### config.mk
export PLATFORM = sky130hd
export DESIGN_NAME = pdmc_top
export DESIGN_NICKNAME = d
export VERILOG_FILES = /design/src/pdmc_pkg.sv /design/src/pdmc_top.sv
export SDC_FILE = /design/constraint.sdc
export NUM_CORES = 1
export LEC_CHECK = 0
export ABC_AREA = 1
export BUFFER_PORTS_ARGS = -buffer_cell sky130_fd_sc_hd__buf_2
export CORE_ASPECT_RATIO = 1.5
export CORE_MARGIN = 8
export CORE_UTILIZATION = 27
export CTS_CLUSTER_DIAMETER = 30
export CTS_CLUSTER_SIZE = 40
export DETAILED_ROUTE_END_ITERATION = 8
export GPL_ROUTABILITY_DRIVEN = 0
export PLACE_DENSITY = 0.45
export SLEW_MARGIN = 20
export SYNTH_ARGS = -nofsm -noshare
export SYNTH_HDL_FRONTEND = slang
export SYNTH_SLANG_ARGS = --single-unit
export TNS_END_PERCENT = 50
### constraint.sdc
create_clock -name REF_CLK -period 3.6 [get_ports REF_CLK]
set_clock_uncertainty 0.2 [all_clocks]
set_input_delay 0 -clock REF_CLK [delete_from_list [all_inputs] [get_ports REF_CLK]]
set_output_delay 0 -clock REF_CLK [all_outputs]
set_load 0.01 [all_outputs]
### src/pdmc_pkg.sv
// constants and types of the pin drive mode control block
// Functional notes
// - each pin has its own three-bit drive-mode field choosing one of eight behaviours.
// - the driver value comes from the fabric when hardware output is enabled, else from the output latch.
// - the sampled pin level always updates pin state and reaches the fabric only when digital input is enabled.
// - codes 0 and 1 leave the pin high impedance; code 6 drives strongly high or low.
// - code 2 gives resistive high or strong low; code 3 gives strong high or resistive low.
// - code 4 drives strong low for 0 and releases the pin for 1.
// - code 5 drives strong high for 1 and releases the pin for 0.
// - code 7 gives weak resistive high for 1 and weak resistive low for 0.
// - every pin serves CPU and peripherals as digital input and output and can raise an interrupt.
// - drive modes load at power-on reset from a user-programmable per-port reset state.
package pdmc_pkg;
    localparam int NPINS = 8;
    localparam int AW = 4;
    localparam int DW = 8;
    // ------------------------------------------------------------
    // register offsets
    // ------------------------------------------------------------
    localparam logic [3:0] OFS_OUT_LATCH = 4'h0;
    localparam logic [3:0] OFS_DSEL0 = 4'h1;
    localparam logic [3:0] OFS_DSEL1 = 4'h2;
    localparam logic [3:0] OFS_DSEL2 = 4'h3;
    localparam logic [3:0] OFS_PIN_STATE = 4'h4;
    localparam logic [3:0] OFS_HW_OUT_EN = 4'h5;
    localparam logic [3:0] OFS_HW_IN_EN = 4'h6;
    localparam logic [3:0] OFS_IRQ_STAT = 4'h7;
    localparam logic [3:0] OFS_IRQ_MASK = 4'h8;
    localparam logic [3:0] OFS_IRQ_RISE = 4'h9;
    localparam logic [3:0] OFS_IRQ_FALL = 4'ha;
    // ------------------------------------------------------------
    // reset values
    // ------------------------------------------------------------
    localparam logic [7:0] RST_ZERO = 8'h00;
    localparam logic [7:0] RST_EDGE_RISE = 8'hff;
    // ------------------------------------------------------------
    // drive behaviours
    // ------------------------------------------------------------
    typedef enum logic [2:0] {
        DM_HIZ_ANALOG,
        DM_HIZ_DIGITAL,
        DM_RES_PULLUP,
        DM_RES_PULLDOWN,
        DM_OD_LOW,
        DM_OD_HIGH,
        DM_STRONG,
        DM_RES_BOTH
    } pdmc_mode_t;
endpackage

### src/pdmc_top.sv
// pin drive mode control for one eight-pin port
`timescale 1ns/1ps
module pdmc_top
    import pdmc_pkg::*;
(
    input wire logic REF_CLK,
    input wire logic RESET_N,
    input wire logic [pdmc_pkg::AW-1:0] ADDR,
    input wire logic [pdmc_pkg::DW-1:0] WDATA,
    input wire logic WR,
    input wire logic RD,
    output logic [pdmc_pkg::DW-1:0] RDATA,
    input wire logic [23:0] RESET_DRIVE_SEL,
    input wire logic [7:0] FABRIC_OUT,
    output logic [7:0] FABRIC_IN,
    input wire logic [7:0] PIN_IN,
    output logic [7:0] PIN_OUT,
    output logic [7:0] PIN_OE,
    output logic [7:0] PULLUP_EN,
    output logic [7:0] PULLDOWN_EN,
    output logic [7:0] ANALOG_EN,
    output logic IRQ
);
    import pdmc_pkg::*;

    // ------------------------------------------------------------
    // reset release
    // ------------------------------------------------------------
    logic rst_s1_reg;
    logic rst_n;
    always_ff @(posedge REF_CLK or negedge RESET_N) begin
        if (!RESET_N) begin
            rst_s1_reg <= 1'b0;
            rst_n <= 1'b0;
        end else begin
            rst_s1_reg <= 1'b1;
            rst_n <= rst_s1_reg;
        end
    end

    // ------------------------------------------------------------
    // software registers
    // ------------------------------------------------------------
    logic [7:0] port_output_latch;
    logic [7:0] drive_sel_bit0_reg;
    logic [7:0] drive_sel_bit1_reg;
    logic [7:0] drive_sel_bit2_reg;
    logic [7:0] hw_out_en_reg;
    logic [7:0] hw_in_en_reg;
    logic [7:0] irq_stat_reg;
    logic [7:0] irq_mask_reg;
    logic [7:0] irq_rise_reg;
    logic [7:0] irq_fall_reg;
    logic [7:0] pin_s1_reg;
    logic [7:0] pin_s2_reg;
    logic [7:0] pin_prev_reg;
    logic loaded_reg;
    logic [7:0] rdata_next;

    wire wr_latch = WR && (ADDR == OFS_OUT_LATCH);
    wire wr_dsel0 = WR && (ADDR == OFS_DSEL0);
    wire wr_dsel1 = WR && (ADDR == OFS_DSEL1);
    wire wr_dsel2 = WR && (ADDR == OFS_DSEL2);
    wire wr_hwo = WR && (ADDR == OFS_HW_OUT_EN);
    wire wr_hwi = WR && (ADDR == OFS_HW_IN_EN);
    wire wr_stat = WR && (ADDR == OFS_IRQ_STAT);
    wire wr_mask = WR && (ADDR == OFS_IRQ_MASK);
    wire wr_rise = WR && (ADDR == OFS_IRQ_RISE);
    wire wr_fall = WR && (ADDR == OFS_IRQ_FALL);

    // the strap is caught on the first cycle after reset release, since
    // an async reset may only load constants
    always_ff @(posedge REF_CLK or negedge rst_n) begin
        if (!rst_n) begin
            loaded_reg <= 1'b0;
            drive_sel_bit0_reg <= RST_ZERO;
            drive_sel_bit1_reg <= RST_ZERO;
            drive_sel_bit2_reg <= RST_ZERO;
        end else begin
            loaded_reg <= 1'b1;
            for (int i = 0; i < NPINS; i++) begin
                if (!loaded_reg) begin
                    drive_sel_bit0_reg[i] <= RESET_DRIVE_SEL[3*i];
                    drive_sel_bit1_reg[i] <= RESET_DRIVE_SEL[3*i+1];
                    drive_sel_bit2_reg[i] <= RESET_DRIVE_SEL[3*i+2];
                end
            end
            if (loaded_reg && wr_dsel0) drive_sel_bit0_reg <= WDATA;
            if (loaded_reg && wr_dsel1) drive_sel_bit1_reg <= WDATA;
            if (loaded_reg && wr_dsel2) drive_sel_bit2_reg <= WDATA;
        end
    end

    always_ff @(posedge REF_CLK or negedge rst_n) begin
        if (!rst_n) begin
            port_output_latch <= RST_ZERO;
            hw_out_en_reg <= RST_ZERO;
            hw_in_en_reg <= RST_ZERO;
            irq_mask_reg <= RST_ZERO;
            irq_rise_reg <= RST_EDGE_RISE;
            irq_fall_reg <= RST_ZERO;
        end else begin
            if (wr_latch) port_output_latch <= WDATA;
            if (wr_hwo) hw_out_en_reg <= WDATA;
            if (wr_hwi) hw_in_en_reg <= WDATA;
            if (wr_mask) irq_mask_reg <= WDATA;
            if (wr_rise) irq_rise_reg <= WDATA;
            if (wr_fall) irq_fall_reg <= WDATA;
        end
    end

    // ------------------------------------------------------------
    // pin input path
    // ------------------------------------------------------------
    always_ff @(posedge REF_CLK or negedge rst_n) begin
        if (!rst_n) begin
            pin_s1_reg <= RST_ZERO;
            pin_s2_reg <= RST_ZERO;
            pin_prev_reg <= RST_ZERO;
        end else begin
            pin_s1_reg <= PIN_IN;
            pin_s2_reg <= pin_s1_reg;
            pin_prev_reg <= pin_s2_reg;
        end
    end

    // input reaches the fabric only on pins whose input link is on
    assign FABRIC_IN = pin_s2_reg & hw_in_en_reg;

    // ------------------------------------------------------------
    // interrupts
    // ------------------------------------------------------------
    wire [7:0] rise_ev = pin_s2_reg & ~pin_prev_reg & irq_rise_reg;
    wire [7:0] fall_ev = ~pin_s2_reg & pin_prev_reg & irq_fall_reg;
    wire [7:0] pin_ev = rise_ev | fall_ev;
    wire [7:0] stat_clr = wr_stat ? WDATA : RST_ZERO;

    // set wins over a same-cycle clear
    always_ff @(posedge REF_CLK or negedge rst_n) begin
        if (!rst_n) begin
            irq_stat_reg <= RST_ZERO;
        end else begin
            irq_stat_reg <= (irq_stat_reg & ~stat_clr) | pin_ev;
        end
    end

    assign IRQ = |(irq_stat_reg & irq_mask_reg);

    // ------------------------------------------------------------
    // read port
    // ------------------------------------------------------------
    always_comb begin
        rdata_next = RST_ZERO;
        if (ADDR == OFS_OUT_LATCH) rdata_next = port_output_latch;
        else if (ADDR == OFS_DSEL0) rdata_next = drive_sel_bit0_reg;
        else if (ADDR == OFS_DSEL1) rdata_next = drive_sel_bit1_reg;
        else if (ADDR == OFS_DSEL2) rdata_next = drive_sel_bit2_reg;
        else if (ADDR == OFS_PIN_STATE) rdata_next = pin_s2_reg;
        else if (ADDR == OFS_HW_OUT_EN) rdata_next = hw_out_en_reg;
        else if (ADDR == OFS_HW_IN_EN) rdata_next = hw_in_en_reg;
        else if (ADDR == OFS_IRQ_STAT) rdata_next = irq_stat_reg;
        else if (ADDR == OFS_IRQ_MASK) rdata_next = irq_mask_reg;
        else if (ADDR == OFS_IRQ_RISE) rdata_next = irq_rise_reg;
        else if (ADDR == OFS_IRQ_FALL) rdata_next = irq_fall_reg;
    end

    always_ff @(posedge REF_CLK or negedge rst_n) begin
        if (!rst_n) begin
            RDATA <= RST_ZERO;
        end else begin
            RDATA <= RD ? rdata_next : RST_ZERO;
        end
    end

    // ------------------------------------------------------------
    // pin driver
    // ------------------------------------------------------------
    // fabric value is taken live; only the latch path is registered
    wire [7:0] out_val = (hw_out_en_reg & FABRIC_OUT) |
                         (~hw_out_en_reg & port_output_latch);

    // oe: strong drive, pull enables: weak resistor to the rail
    always_comb begin
        for (int i = 0; i < NPINS; i++) begin
            PIN_OUT[i] = 1'b0;
            PIN_OE[i] = 1'b0;
            PULLUP_EN[i] = 1'b0;
            PULLDOWN_EN[i] = 1'b0;
            ANALOG_EN[i] = 1'b0;
            case (pdmc_mode_t'({drive_sel_bit2_reg[i], drive_sel_bit1_reg[i],
                               drive_sel_bit0_reg[i]}))
                DM_HIZ_ANALOG: begin
                    ANALOG_EN[i] = 1'b1;
                end
                DM_HIZ_DIGITAL: begin
                    PIN_OE[i] = 1'b0;
                end
                DM_RES_PULLUP: begin
                    PULLUP_EN[i] = out_val[i];
                    PIN_OE[i] = ~out_val[i];
                end
                DM_RES_PULLDOWN: begin
                    PULLDOWN_EN[i] = ~out_val[i];
                    PIN_OE[i] = out_val[i];
                    PIN_OUT[i] = 1'b1;
                end
                DM_OD_LOW: begin
                    PIN_OE[i] = ~out_val[i];
                end
                DM_OD_HIGH: begin
                    PIN_OE[i] = out_val[i];
                    PIN_OUT[i] = 1'b1;
                end
                DM_STRONG: begin
                    PIN_OE[i] = 1'b1;
                    PIN_OUT[i] = out_val[i];
                end
                default: begin
                    PULLUP_EN[i] = out_val[i];
                    PULLDOWN_EN[i] = ~out_val[i];
                end
            endcase
        end
    end
endmodule

# == Word-level counts from Yosys, hierarchy flattened ==
# Cells that the tools add are included.
# op_classes
eq_ne,61
mux,80
bitwise_logic,24
reduce_logical,55
# op_table
cell,count
$mux 8,16
$reduce_or 6->1,16
$and 8x8->8,9
$eq 3x3->1 const B,24
$eq 3x2->1 const B,16
$mux 1,48
$not 8->8,4
$reduce_or 2->1,16
$eq 3x1->1 const B,8
$logic_not 3->1,8
$or 8x8->8,3
$pmux 1 s3,8
$eq 4x3->1 const B,4
$pmux 1 s2,8
$logic_and 1x1->1,13
$eq 4x4->1 const B,3
$eq 4x2->1 const B,2
$not 1->1,8
$reduce_or 8->1,1
$ne 2x1->1 const B,3
$eq 4x1->1 const B,1
$logic_not 4->1,1
# word_totals
reg_bits,115
input_bits,56
wordCells,237

# == Longest topological paths before layout ==
# logic_depth
ltp_word,13
depth_mapped,11
depth_no_buf,11

# == Worst setup path before layout ==
# No wires, ideal clock.
# synth_path
path_kind,flip-flop to flip-flop
startpoint,reg loaded_reg
endpoint,reg drive_sel_bit0_reg[2]
arrival_time_ns,1.096
slack_ns,2.174
stages_incl_launch_ff,5
path_cell_list,dfrtp_1 clkinv_1 clkbuf_1 a22oi_1 o21ai_0
# synth_between
elab_chain_cells,2
elab_cells_between_ends,3
# synth_lines
element,line,rtl
"start, declared",pdmc_top.sv:57,logic loaded_reg;
"start signal, assigned",pdmc_top.sv:75,loaded_reg <= 1'b0;
"start signal, assigned",pdmc_top.sv:80,loaded_reg <= 1'b1;
$logic_and 1x1->1,pdmc_top.sv:88,if (loaded_reg && wr_dsel0) drive_sel_bit0_reg <= WDATA;
$ne 2x1->1 (no source line) or $mux 8 (tied branches),n/a,
"end signal, assigned by index",pdmc_top.sv:83,drive_sel_bit0_reg[i] <= RESET_DRIVE_SEL[3*i];
"end, declared",pdmc_top.sv:45,logic [7:0] drive_sel_bit0_reg;
# Parallel ways exist; a longest one is shown, timed or not.
# A chain may end at the register's enable or synchronous reset.

# == Worst setup path in the final report ==
# layout_path
startpoint,reg loaded_reg
endpoint,reg drive_sel_bit2_reg[3]
# layout_between
elab_chain_cells,2
elab_cells_between_ends,3
# layout_lines
element,line,rtl
$logic_and 1x1->1,pdmc_top.sv:90,if (loaded_reg && wr_dsel2) drive_sel_bit2_reg <= WDATA;
$ne 2x1->1 (no source line) or $mux 8 (tied branches),n/a,
"end signal, assigned by index",pdmc_top.sv:85,drive_sel_bit2_reg[i] <= RESET_DRIVE_SEL[3*i+2];
"end, declared",pdmc_top.sv:47,logic [7:0] drive_sel_bit2_reg;
# Parallel ways exist; a longest one is shown, timed or not.

==> results.toml <==
[status]
status = "finished clean"

[timing]
hold_slack_ns = 0.01711
fmax_ghz = 0.2974
setup_tns_ns = 0
final.period_utilization = 0.9339
hold_viol = 0
finalSetupViolCount = 0
fin_crit_ns = 3.362
slew_violations = 0
slew_headroom = 0.4161
rsz0062_at_grt = "no"
tightest_slew_ns = 0.8704

[critical_path]
critPathTopFamily = "buffers and inverters"
cp_slowest_cell = "clkinv_1"
r2r-start = "loaded_reg"
path_buf_inv = 3
crit_fanout = 27
end_kind = "register"
cp_slowest_stage_delay_ns = 0.70
rr_worst_depth = 6
ff2ff_setup_slack_ns = 0.24
reg2reg_to = "drive_sel_bit2_reg[3]"
path_cells = "clkinv_1 > nor2_2 > a22oi_1 > dlygate4sd3_1 > o21ai_0 > dlygate4sd3_1"
crit_type = "register to register"
startpoint_type = "register"
crit_start = "loaded_reg"
cpMostUsedCell = "dlygate4sd3_1"
required_ns = 3.76
critPathArrivalTime_ns = 3.52

[synthesis]
yosysWarnings = 0
synth_top_cell_by_area = "dfrtp_1"
syn_inst = 722
synth.distinct_cells = 31
synth-seq-cells = 115
synthesis.area_um2 = 5682
synthTopCellsByArea = "dfrtp_1 47%, nand2_1 14%, o21ai_0 7.7%"
synth_top_area_frac = 0.4713
ys_seq_area_frac = 0.5083
synth.avg_cell_area_um2 = 7.869

[route]
viasPerCell = 4.614
drt-initial-drc-count = 400
dr.pass1.iters = 5
vias = 5542
ant_nets = 0
wire_per_inst_um = 16.69
drc = 0
drt_wl_total_um = 20050

[clock_tree]
cts_root_buf = "clkbuf_16"
post_cts_buffers = 0
cts.sinks = 115
cts-buffers-inserted = 17
cts_buffer_depth = 2
clkSlewWorstSetupHoldPaths_ns = 0.06
insertion_delay_ns = 0.42
htree_levels = 4
cts_tree = "yes"

[global_routing]
grt_antenna_before_repair = 1
grt_pass1_wl_um = 32460
grt_pass1_vias = 5893
grt_max_degree = 68
grt_usage = 0.1609
grt_remaining_overflow = 0

[cells_and_area]
diodes = 0
layout_common_cells = "205 x nand2_1, 112 x buf_2, 106 x dfrtp_1, 89 x inv_1, 87 x o21ai_0"
finalNetCount = 976
num-fill-cells = 2244
drive_gt1_frac = 0.1908
final_common_cell = "nand2_1"
area_delta_synth_final_pct = 40.21

[floorplanning]
die_w_um = 134.4
initial_utilization = 0.2729
die_h_um = 193.7
core-area_um2 = 20820
die_area_um2 = 26040
num_rows = 65
io_pins = 113

[power_and_ir_drop]
ir_drop_mv = 0.2240
p_per_area_nw_per_um2 = 534.2
cellLeakagePower_uw = 0.003893

[placed_design]
portBuffers = 112
hpwl_um = 14690

[hold_path]
hp-start = "PIN_IN[1]"
hp-class = "input port to register"
hold_depth = 2
min_to = "pin_s1_reg[1]"

[job]
drv_cap = 0
metrics by stage:
| stage | std cells | total power (uW) | utilization | setup WS, ns | area [um2] |
|---|---|---|---|---|---|
| global placement | 1093 | 2324 | 0.3148 | 1.295 | 6554 |
| CTS | 1201 | 4311 | 0.3826 | 0.2587 | 7966 |
| global route | 1201 | 4483 | 0.3826 | 0.04721 | 7966 |
| finish | 1201 | 4256 | 0.3826 | 0.2378 | 7966 |
| detailed placement | 1093 | 2328 | 0.3148 | 1.267 | 6554 |
| floorplan | 723 | 2035 | - | 1.486 | 5687 |
worst max-delay path by stage:
stage / end / slack, ns / cells past startpoint
final: drive_sel_bit2_reg[3] / 0.24 / 6
after global routing: drive_sel_bit2_reg[3] / 0.05 / 6
after CTS: drive_sel_bit2_reg[3] / 0.26 / 6
after detailed placement: drive_sel_bit0_reg[4] / 1.27 / 4
after global placement: drive_sel_bit0_reg[2] / 1.29 / 4
after floorplan: RDATA[0] / 1.49 / 0
worst register-to-register path, delay by kind of cell (launching register included):
family	cells	cell delay (ns)
DFF	1	0.38
AOI/OAI and AO/OA	2	0.20
buffers and inverters	3	1.86
and+or+nand+nor	1	0.65
final cells by class:
type | instances | area (um2) | share of cell area
flip-flops and latches | 115 | 2892 | 0.3630
clock inverters | 10 | 177.7 | 0.02230
multi-input cells | 503 | 2394 | 0.3005
repair buffers | 189 | 1341 | 0.1684
well taps | 268 | 335.3 | 0.04209
clock buffers | 22 | 474.2 | 0.05953
inverters | 94 | 352.8 | 0.04429
Yosys cell counts:
cell type,n
a211oi_1,2
a21oi_1,22
a221oi_1,2
a22o_1,1
a22oi_1,13
a31oi_1,2
buf_2,5
buf_4,1
clkbuf_1,5
clkinv_1,1
conb_1,1
dfrtp_1,107
dfstp_2,8
inv_1,89
inv_2,4
nand2_1,205
nand2_2,8
nand3_1,51
nand3b_1,2
nand4_1,16
nor2_1,45
nor2_2,5
nor2_4,9
nor3_1,12
o211a_1,2
o211ai_1,8
o21ai_0,87
o21ai_1,4
o22ai_1,1
o31ai_1,3
xor2_1,1
kinds of logic (layout without fill, tap and decap cells):
kind of cell | Yosys count | in the layout | synth area share
simple gates | 353 | 353 | 0.2731
other cells | 1 | 2 | 0.0006600
flops | 115 | 115 | 0.5083
buf+inv | 105 | 315 | 0.07113
compound gates | 147 | 147 | 0.1453
xor+xnor | 1 | 1 | 0.001542
timing repair:
action	CTS	global route
gates resized for setup	0	0
hold buffers	76	0
hold endpoints to repair	98	0
layer usage:
metal  wire length, um  track usage  part of all wire
met5                12            0           0.00060
met4               501      0.06889             0.025
met1              8089       0.1780              0.40
met2             10660       0.2869              0.53
met3               779      0.03553             0.039
power breakdown:
group          switching (uW)  leakage, uW  internal, uW
combinational             410      0.00219           303
sequential                176      0.00138          1480
clock                     607     0.000320          1280
(Power assumes the default switching activity.)
